$ cat src/core/vovr_map.svh
// Command codes, field positions, reset values and timing counts of the overvoltage response.
`ifndef VOVR_MAP_SVH
`define VOVR_MAP_SVH

// Command codes as seen on the decoded command port, and the all-pages value of the page port.
`define VOVR_CMD_RESP        8'h41
`define VOVR_CMD_RETRY       8'hDB
`define VOVR_PAGE_ALL        8'hFF

// Field positions inside the response byte.
`define VOVR_RESP_HI         7
`define VOVR_RESP_LO         6
`define VOVR_RETRY_HI        5
`define VOVR_RETRY_LO        3
`define VOVR_DLY_HI          2
`define VOVR_DLY_LO          0

// Field codes and recognised whole-byte codes.
`define VOVR_RETRY_NONE      3'h0
`define VOVR_RETRY_ALWAYS    3'h7
`define VOVR_CODE_CLAMP      8'h00
`define VOVR_CODE_OFF        8'h80
`define VOVR_CODE_OFF_RETRY  8'hB8
`define VOVR_FAM_DGL_OFF     5'h08
`define VOVR_FAM_DGL_RETRY   5'h0F

// Reset values.
`define VOVR_RESP_RST        8'hB8
`define VOVR_RETRY_RST_MS    16'h015E

// Timing: clock rate, deglitch step and the derived cycle counts.
`define VOVR_CLK_HZ          40000000
`define VOVR_DGL_STEP_US     10
`define VOVR_DGL_STEP_CYC    ((`VOVR_CLK_HZ / 1000000) * `VOVR_DGL_STEP_US)
`define VOVR_MS_CYC          (`VOVR_CLK_HZ / 1000)

`endif

$ cat src/core/vovr_pkg.sv
// Types shared by the overvoltage response logic.
package vovr_pkg;

   typedef enum logic [2:0] {
      VOVR_ST_RUN      = 3'b000,
      VOVR_ST_DEGLITCH = 3'b001,
      VOVR_ST_CLAMP    = 3'b010,
      VOVR_ST_LATCHED  = 3'b011,
      VOVR_ST_RETRY    = 3'b100
   } vovr_state_e;

   typedef enum logic [1:0] {
      VOVR_RSP_CLAMP    = 2'b00,
      VOVR_RSP_DEGLITCH = 2'b01,
      VOVR_RSP_SHUTDOWN = 2'b10,
      VOVR_RSP_BAD      = 2'b11
   } vovr_resp_e;

   typedef logic [7:0]  vovr_byte_t;
   typedef logic [15:0] vovr_word_t;

endpackage

$ cat src/core/vovr_core.sv
// Output overvoltage fault response: setting, deglitch, clamp, shutdown and retry.
//
// Functional notes
// - Overvoltage sets the byte, word and vout status bits.
// - Overvoltage raises the alert pin unless masked.
// - Code 0x00 clamps only, never shuts down.
// - Clamp: high side off, low side on.
// - Code 0x80 disables at once, no restart.
// - Code 0xB8 disables, then retries without limit.
// - Codes 0x4n latch off until cycled or reset.
// - Codes 0x78+n shut down, retry until cleared.
// - Deglitched codes act after n times 10 us.
// - Unknown code ignored and raises a CML fault.
// - Status clears on clear, off-on or power.
// - Field 01 keeps running for the delay first.
// - Field 10 disables immediately, then follows retry.
// - Field 11 is unsupported and flags CML.
// - Retry 000 stays off until off; clear releases field 10 only.
// - Retry 111 restarts, spaced by the interval.
// - Bits 2:0 give delay in 10 us steps.
// - Setting is paged byte 0x41, default 0xB8.
// - Retry interval is separate, default 350 ms.

`timescale 1ns/1ps

`include "vovr_map.svh"

module vovr_core
   import vovr_pkg::*;
#(
   parameter logic [7:0] P_PAGE      = 8'h00,
   parameter int         P_MS_CYCLES = `VOVR_MS_CYC
) (
   input  wire logic        i_mclk,
   input  wire logic        i_rst,
   input  wire logic        i_wr_stb,
   input  wire logic [7:0]  i_page,
   input  wire logic [7:0]  i_cmd_code,
   input  wire logic [15:0] i_wr_data,
   input  wire logic        i_output_overvoltage_flag,
   input  wire logic        i_run_pin,
   input  wire logic        i_op_on,
   input  wire logic        i_clear_faults,
   input  wire logic        i_reset_cmd,
   input  wire logic        i_alert_mask,
   input  wire logic        i_hard_fault,
   output logic [7:0]       o_resp_setting,
   output logic [15:0]      o_restart_interval_setting,
   output logic             o_cml_fault,
   output logic             o_status_byte_ov,
   output logic             o_status_word_vout,
   output logic             o_status_output_overvoltage_flag,
   output logic             o_alert_n_out,
   output logic             o_alert_oe_n,
   output logic             o_hs_drive_en,
   output logic             o_overvoltage_low_side_clamp,
   output logic             o_chan_off,
   output logic             o_retry_pending
);

   // ************************************************************
   // Functions
   // ************************************************************

   // Only the five documented code groups are accepted.
   function automatic logic code_ok(input vovr_byte_t b);
      logic [4:0] fam;
      fam = b[7:3];
      code_ok = (b == `VOVR_CODE_CLAMP)
             || (b == `VOVR_CODE_OFF)
             || (b == `VOVR_CODE_OFF_RETRY)
             || (fam == `VOVR_FAM_DGL_OFF)
             || (fam == `VOVR_FAM_DGL_RETRY);
   endfunction

   // Deglitch length in clock cycles for a delay count n.
   function automatic logic [11:0] dgl_limit(input logic [2:0] n);
      logic [11:0] step;
      step = 12'(`VOVR_DGL_STEP_CYC);
      dgl_limit = 12'(n * step);
   endfunction

   // ************************************************************
   // Declarations
   // ************************************************************

   logic        ov_s1_r;
   logic        ov_s2_r;
   logic        run_s1_r;
   logic        run_s2_r;
   logic        en_prev_r;

   vovr_byte_t  resp_r;
   vovr_byte_t  resp_nxt;
   vovr_word_t  retry_ms_r;
   vovr_word_t  retry_ms_nxt;
   logic        cml_r;
   logic        cml_nxt;

   vovr_state_e state_r;
   vovr_state_e state_nxt;
   logic [11:0] dgl_r;
   logic [11:0] dgl_nxt;
   logic [15:0] tick_r;
   logic [15:0] tick_nxt;
   logic [15:0] ms_r;
   logic [15:0] ms_nxt;

   logic        stat_r;
   logic        stat_nxt;
   logic        alert_r;
   logic        alert_nxt;
   logic        hs_r;
   logic        clamp_r;
   logic        off_r;
   logic        pend_r;

   // ************************************************************
   // Decode
   // ************************************************************

   wire         page_hit  = (i_page == P_PAGE) || (i_page == `VOVR_PAGE_ALL);
   wire         wr_resp   = i_wr_stb && page_hit && (i_cmd_code == `VOVR_CMD_RESP);
   wire         wr_retry  = i_wr_stb && page_hit && (i_cmd_code == `VOVR_CMD_RETRY);
   wire         wr_ok     = code_ok(i_wr_data[7:0]);

   wire         en_now    = run_s2_r && i_op_on;
   wire         en_rise   = en_now && !en_prev_r;

   wire vovr_resp_e resp_sel = vovr_resp_e'(resp_r[`VOVR_RESP_HI:`VOVR_RESP_LO]);
   wire [2:0]   retry_fld = resp_r[`VOVR_RETRY_HI:`VOVR_RETRY_LO];
   wire [2:0]   dly_n     = resp_r[`VOVR_DLY_HI:`VOVR_DLY_LO];
   wire [11:0]  dgl_max   = dgl_limit(dly_n);
   wire         retry_all = (retry_fld == `VOVR_RETRY_ALWAYS);

   // A shutdown ends in retry only for the all-ones retry field.
   wire vovr_state_e shut_tgt = retry_all ? VOVR_ST_RETRY : VOVR_ST_LATCHED;

   wire         tick_wrap = (tick_r == 16'(P_MS_CYCLES - 1));
   wire         retry_due = (ms_r >= retry_ms_r);

   // ************************************************************
   // Setting registers
   // ************************************************************

   // A rejected byte leaves the stored setting untouched; the field value 11 is
   // never in the accepted set, so it always lands here.
   assign resp_nxt     = (wr_resp && wr_ok) ? i_wr_data[7:0] : resp_r;
   assign cml_nxt      = wr_resp && !wr_ok;

   // The interval arrives already converted to whole milliseconds.
   assign retry_ms_nxt = wr_retry ? i_wr_data : retry_ms_r;

   always_ff @(posedge i_mclk or posedge i_rst) begin
      if (i_rst) begin
         resp_r     <= `VOVR_RESP_RST;
         retry_ms_r <= `VOVR_RETRY_RST_MS;
         cml_r      <= 1'b0;
      end else begin
         resp_r     <= resp_nxt;
         retry_ms_r <= retry_ms_nxt;
         cml_r      <= cml_nxt;
      end
   end

   // ************************************************************
   // Input synchronisers
   // ************************************************************

   always_ff @(posedge i_mclk or posedge i_rst) begin
      if (i_rst) begin
         ov_s1_r   <= 1'b0;
         ov_s2_r   <= 1'b0;
         run_s1_r  <= 1'b0;
         run_s2_r  <= 1'b0;
         en_prev_r <= 1'b0;
      end else begin
         ov_s1_r   <= i_output_overvoltage_flag;
         ov_s2_r   <= ov_s1_r;
         run_s1_r  <= i_run_pin;
         run_s2_r  <= run_s1_r;
         en_prev_r <= en_now;
      end
   end

   // ************************************************************
   // Response state machine
   // ************************************************************

   // Turning the channel off always returns to run, so a later on edge is the
   // off-then-on cycle that releases a latched shutdown.
   always_comb begin
      state_nxt = state_r;
      dgl_nxt   = 12'h000;
      if (i_reset_cmd || !en_now) begin
         state_nxt = VOVR_ST_RUN;
      end else if (i_hard_fault) begin
         state_nxt = VOVR_ST_LATCHED;
      end else begin
         unique case (state_r)
            VOVR_ST_RUN: begin
               if (ov_s2_r) begin
                  unique case (resp_sel)
                     VOVR_RSP_CLAMP: begin
                        state_nxt = VOVR_ST_CLAMP;
                     end
                     VOVR_RSP_DEGLITCH: begin
                        if (dgl_max <= 12'h001) begin
                           state_nxt = shut_tgt;
                        end else begin
                           state_nxt = VOVR_ST_DEGLITCH;
                           dgl_nxt   = 12'h001;
                        end
                     end
                     VOVR_RSP_SHUTDOWN: begin
                        state_nxt = shut_tgt;
                     end
                     VOVR_RSP_BAD: begin
                        state_nxt = shut_tgt;
                     end
                  endcase
               end
            end
            VOVR_ST_DEGLITCH: begin
               if (!ov_s2_r) begin
                  state_nxt = VOVR_ST_RUN;
               end else if (dgl_r + 12'h001 >= dgl_max) begin
                  state_nxt = shut_tgt;
               end else begin
                  dgl_nxt = dgl_r + 12'h001;
               end
            end
            VOVR_ST_CLAMP: begin
               if (!ov_s2_r) begin
                  state_nxt = VOVR_ST_RUN;
               end
            end
            VOVR_ST_LATCHED: begin
               // Only a field 10 setting (0x80 or 0xB8) is released by a fault clear.
               if (i_clear_faults && resp_sel == VOVR_RSP_SHUTDOWN) begin
                  state_nxt = VOVR_ST_RUN;
               end
            end
            VOVR_ST_RETRY: begin
               if (retry_due || i_clear_faults) begin
                  state_nxt = VOVR_ST_RUN;
               end
            end
            default: begin
               state_nxt = VOVR_ST_RUN;
            end
         endcase
      end
   end

   // ************************************************************
   // Retry interval timer
   // ************************************************************

   // The interval runs from the moment of shutdown; leaving the wait clears it.
   always_comb begin
      tick_nxt = 16'h0000;
      ms_nxt   = 16'h0000;
      if (state_r == VOVR_ST_RETRY && state_nxt == VOVR_ST_RETRY) begin
         tick_nxt = tick_wrap ? 16'h0000 : tick_r + 16'h0001;
         ms_nxt   = tick_wrap ? ms_r + 16'h0001 : ms_r;
      end
   end

   always_ff @(posedge i_mclk or posedge i_rst) begin
      if (i_rst) begin
         state_r <= VOVR_ST_RUN;
         dgl_r   <= 12'h000;
         tick_r  <= 16'h0000;
         ms_r    <= 16'h0000;
      end else begin
         state_r <= state_nxt;
         dgl_r   <= dgl_nxt;
         tick_r  <= tick_nxt;
         ms_r    <= ms_nxt;
      end
   end

   // ************************************************************
   // Status and alert
   // ************************************************************

   // Set has priority, so a fault still present when the clear arrives is kept.
   wire stat_clr = i_clear_faults || en_rise || i_reset_cmd;

   assign stat_nxt  = ov_s2_r || (stat_r && !stat_clr);
   assign alert_nxt = (ov_s2_r && !i_alert_mask) || (alert_r && !stat_clr);

   always_ff @(posedge i_mclk or posedge i_rst) begin
      if (i_rst) begin
         stat_r  <= 1'b0;
         alert_r <= 1'b0;
      end else begin
         stat_r  <= stat_nxt;
         alert_r <= alert_nxt;
      end
   end

   // ************************************************************
   // Switch drive outputs
   // ************************************************************

   // High side stays allowed while deglitching: the channel keeps regulating.
   wire hs_nxt    = en_now && (state_nxt == VOVR_ST_RUN || state_nxt == VOVR_ST_DEGLITCH);
   wire clamp_nxt = (state_nxt == VOVR_ST_CLAMP);
   wire off_nxt   = !en_now || state_nxt == VOVR_ST_LATCHED
                    || state_nxt == VOVR_ST_RETRY;
   wire pend_nxt  = (state_nxt == VOVR_ST_RETRY);

   always_ff @(posedge i_mclk or posedge i_rst) begin
      if (i_rst) begin
         hs_r    <= 1'b0;
         clamp_r <= 1'b0;
         off_r   <= 1'b1;
         pend_r  <= 1'b0;
      end else begin
         hs_r    <= hs_nxt;
         clamp_r <= clamp_nxt;
         off_r   <= off_nxt;
         pend_r  <= pend_nxt;
      end
   end

   // ************************************************************
   // Output assignments
   // ************************************************************

   // The alert line is open drain: the data bit is a constant low and only the
   // enable moves, so the line is never driven high.
   logic alert_low_r;

   always_ff @(posedge i_mclk or posedge i_rst) begin
      if (i_rst) begin
         alert_low_r <= 1'b0;
      end else begin
         alert_low_r <= 1'b0;
      end
   end

   assign o_resp_setting               = resp_r;
   assign o_restart_interval_setting   = retry_ms_r;
   assign o_cml_fault                  = cml_r;
   assign o_status_byte_ov             = stat_r;
   assign o_status_word_vout           = stat_r;
   assign o_status_output_overvoltage_flag             = stat_r;
   assign o_alert_n_out                = alert_low_r;
   assign o_alert_oe_n                 = !alert_r;
   assign o_hs_drive_en                = hs_r;
   assign o_overvoltage_low_side_clamp = clamp_r;
   assign o_chan_off                   = off_r;
   assign o_retry_pending              = pend_r;

endmodule

$ cat config.mk
export PLATFORM = sky130hd
export DESIGN_NAME = vovr_core
export DESIGN_NICKNAME = d
export VERILOG_FILES = /design/src/core/vovr_pkg.sv /design/src/core/vovr_core.sv
export VERILOG_INCLUDE_DIRS = /design/src /design/src/core
export SDC_FILE = /design/constraint.sdc
export NUM_CORES = 1
export LEC_CHECK = 0
export BUFFER_PORTS_ARGS = -buffer_cell sky130_fd_sc_hd__buf_2
export CELL_PAD_IN_SITES_DETAIL_PLACEMENT = 1
export CELL_PAD_IN_SITES_GLOBAL_PLACEMENT = 2
export CORE_MARGIN = 1.5
export CORE_UTILIZATION = 37
export CTS_BUF_LIST = sky130_fd_sc_hd__clkbuf_4 sky130_fd_sc_hd__clkbuf_8
export CTS_CLUSTER_DIAMETER = 40
export CTS_CLUSTER_SIZE = 20
export DETAILED_ROUTE_END_ITERATION = 12
export GPL_ROUTABILITY_DRIVEN = 1
export PLACE_DENSITY = 0.89
export SLEW_MARGIN = 15
export SYNTH_ARGS = -nofsm -noshare
export SYNTH_HDL_FRONTEND = slang
export SYNTH_SLANG_ARGS = --single-unit
export TNS_END_PERCENT = 20
$ cat constraint.sdc
create_clock -name i_mclk -period 3 [get_ports i_mclk]
set_input_delay 0.3 -clock i_mclk [delete_from_list [all_inputs] [get_ports i_mclk]]
set_output_delay 0.3 -clock i_mclk [all_outputs]
set_load 0.03 [all_outputs]
==> run summary <==
## Yosys
- **library cell occupying the most area in the post-synthesis netlist** dfrtp_1
- **Post-synth top flop** dfrtp_1
- **net count of the mapped netlist** 548
- **portion of synthesized cell area occupied by the leading cell type** 38.9%
- **number of instances in the synthesized netlist** 474
- **number of warnings printed during yosys synthesis** 0
- **synth unique cells** 57
- **share of async-settable or async-resettable flops after synthesis** 100%
- **dominant cells by area after synthesis** dfrtp_1 (39%), ha_1 (8.6%), dfstp_2 (6.2%), xnor2_1 (4.5%), nor3_1 (4.1%)
- **Avg Cell Area, Syn** 9.78 µm²
- **register bit total from synthesis** 83
- **part of the Yosys area used for sequential elements** 45.1%
- **netlist area before placement** 4640 µm²
- **EDFF count, synth** 0

## Die
- **starting density of the core** 38.3%
- **overall die width** 115 µm
- **die outline height** 115 µm
- **core area** 12,100 µm²
- **total I/O pin count** 76
- **Die Footprint** 13,200 µm²
- **num rows** 40

## Placed design
- **number of input and output port buffers inserted** 74
- **Post-DP HPWL** 8.72 mm
- **DP Area** 5190 µm²
- **GP Congestion** 0.782

## Drt
- **sum of routed wire segments on met1** 5.16 mm
- **highest routed metal layer** met4
- **total length of routed wires** 12.1 mm
- **Post-route DRC** 0
- **via density per instance** 5.24
- **first drt pass iteration count** 4
- **detailed route wirelength on metal2** 6.27 mm
- **Starting DRT DRC Count** 178
- **average wire per standard cell** 16.7 µm
- **number of nets still failing antenna checks after routing** 0
- **count of vias placed by the detailed router** 3,817
- **detailed route wirelength on metal3** 404 µm

## Setup path
- **source of the worst register-to-register timing path** dgl_r[3]
- **critical path required time** 3.29 ns
- **Worst Setup End Kind** register
- **Worst setup SP type** register
- **Worst EP arrival** 3.19 ns
- **reg2reg setup slack** 0.1 ns
- **worst reg2reg endpoint** dgl_r[11]
- **reg2reg path depth** 10
- **maximum fanout along the worst path** 6
- **Worst Setup Path Type** reg2reg

## Layout
- **nets@finish** 629
- **highest-count cells in the layout ignoring fill and taps** buf_2 (74), dfrtp_1 (69), nand2_1 (41)
- **leading cell type in the layout, fill and taps excluded** buf_2
- **fillcell total** 1,427
- **fraction of layout instances using a drive strength above 1** 26.6%
- **final standard cell area without fillers** 5550 µm²
- **Area Overhead vs Synth** 19.8%
- **ANT cells** 0

## Pwr
- **sequential group share of total power** 55.4%
- **Clk network pwr share** 39.1%
- **switching power of the nets** 504 µW
- **Sw Share** 24.7%
- **Tot Pwr** 2040 µW
- **Gate power share** 5.4%
- **VDD IR-drop max** 198 µV
- **Power per Cell Area** 368 nW/µm²
- **Internal** 1540 µW
- **Static Leakage** 0.00250 µW

## GRT
- **global-route total usage across every layer** 19.1%
- **global route total overflow** 0
- **wire length of the first global-routing pass** 19.7 mm
- **number of antenna violations at the first check in global routing** 0
- **largest net degree at the start of global routing** 53
- **via count of the first global-routing pass** 4,023

## Clock network
- **clock latency at the later pin of the worst-skew pair** 0.37 ns
- **maximum count of clock buffers along a single path** 2
- **number of buffers created by CTS** 9
- **clock slew at reported path FFs** 0.08 ns
- **CTS root buffer** clkbuf_8
- **total number of clock tree sinks** 83
- **hold-fix buffer count after cts** 0
- **CTS tree** built
- **H-tree levels** 3

## Hold path
- **Endpoint, Worst Hold** run_s1_r
- **number of instances on the worst hold path** 1
- **type of the tightest min-delay check** in2reg
- **startpoint of the worst hold path** i_run_pin

## Run
- **Max Cap Violations** 0

## STA
- **post-route minimum period** 2.90 ns
- **highest clock rate** 345 MHz
- **total of endpoints with negative setup slack in the final report** 0
- **pins over their slew limit** 0
- **headroom to the max-slew limit** 35.8%
- **actual slew at the worst max-slew pin** 0.964 ns
- **largest clock skew in the final design** 0.00916 ns
- **final hold viol count** 0
- **final cycle utilization of the critical path** 96.7%

## Run status
- **outcome** finished clean

==> cells by family after synthesis <==
kind of cell,count (synthesis),synth area share [%]
buffers and inverters,51,5.26
other,1,0.0809
XOR/XNOR,40,7.56
multiplexers,10,2.40
AO/OA/AOI/OAI,58,8.10
flip-flops,83,45.1
adder cells (fa/ha/maj),32,8.64
AND/OR/NAND/NOR,199,22.9
==> cell usage after synthesis (all sizes together) (2+ instances only) <==
master / n
clkbuf: 7
mux2: 9
or4: 3
nor4: 10
nand2: 41
and4: 2
xnor2: 24
xor2: 16
nand3: 23
a21oi: 7
inv: 35
o211ai: 2
o31ai: 2
and4bb: 2
nand3b: 2
a211o: 2
or4b: 2
nor2b: 16
a31oi: 4
nor3: 38
and2: 3
dfrtp: 72
o41ai: 2
dfstp: 11
and3: 9
a21o: 3
nor2: 29
ha: 32
a211oi: 2
buf: 9
nand4: 12
o21ai: 24
==> per-layer routing <==
| metal | track usage [%] | vias to the layer above |
|---|---|---|
| li1 | - | 1825 |
| met1 | 22.7 | 1895 |
| met2 | 33.8 | 74 |
| met3 | 4.32 | 23 |
| met4 | 7.41 | 0 |
| met5 | 0 | - |
==> sequential cells by signal, summed over array words and instances (netlist names) <==
| name | cells |
|---|---|
| o_cml_fault | 1 |
| run_s1_r | 1 |
| alert_r | 1 |
| en_prev_r | 1 |
| o_hs_drive_en | 1 |
| ms_r | 16 |
| o_retry_pending | 1 |
| o_overvoltage_low_side_clamp | 1 |
| state_r | 3 |
| o_chan_off | 1 |
| o_status_byte_ov | 1 |
| dgl_r | 12 |
| run_s2_r | 1 |
| ov_s2_r | 1 |
| tick_r | 16 |
| o_restart_interval_setting | 16 |
| ov_s1_r | 1 |
| o_resp_setting | 8 |
==> critical path, stage by stage, from the launching register on <==
cell and delay, ns:
dfrtp_1 0.41, nand4_1 0.21, buf_4 0.21, nor3_2 0.16
xnor2_1 0.24, ha_4 0.28, a21oi_1 0.16, nand3_1 0.12
a211o_2 0.43, or3b_4 0.47, nor2b_1 0.14
==> power groups by stage <==
stage                     combinational (µW)  sequential (µW)  clock, µW
after global placement                   108             1150          0
after floorplan                         49.3             1160          0
after global routing                     124             1130        875
after detailed placement                 111             1150          0
final                                    111             1130        800
after CTS                                112             1130        829
==> stage by stage <==
| step | TNS (ns) | worst slack [ns] | hold slack, ns | utilization [%] | std cells |
|---|---|---|---|---|---|
| floorplan | 0 | 0.0799 | 0.331 | - | 474 |
| global placement | 0 | 0.0877 | 0.341 | 42.9 | 708 |
| detailed placement | -0.434 | -0.0649 | 0.336 | 42.9 | 708 |
| CTS | -0.0216 | -0.0112 | 0.0129 | 44.6 | 724 |
| global route | -0.785 | -0.0724 | 0.0135 | 45.8 | 728 |
| finish | 0 | 0.0991 | 0.0344 | 45.8 | 728 |
==> layout make-up <==
type	count	area [µm²]	share of cell area [%]
inverter	35	133	2.39
tap	168	210	3.79
timing repair buffer	85	478	8.61
clock buffer	12	165	2.97
multi-input combinational	341	2440	43.9
sequential	83	2090	37.7
clock inverter	4	33.8	0.608
==> worst max path at each step <==
stage	start	endpoint	slack, ns	cells after the start
finish	dgl_r[3]	dgl_r[11]	0.1	10
global route	dgl_r[3]	dgl_r[7]	-0.07	10
CTS	o_resp_setting[1]	tick_r[3]	-0.01	13
detailed placement	o_resp_setting[1]	dgl_r[11]	-0.06	12
global placement	o_resp_setting[1]	dgl_r[10]	0.09	12
floorplan	o_resp_setting[1]	dgl_r[10]	0.08	13
==> what timing repair did <==
action | in CTS | in global routing
buffers inserted | 0 | 3
pin swaps | 0 | 6
cloned | 0 | 1
endpoints found under the hold margin | 0 | 0
endpoints found under the setup margin | 16 | 48
resized for setup | 2 | 20
No activity file was read; power rests on OpenSTA's default activity.
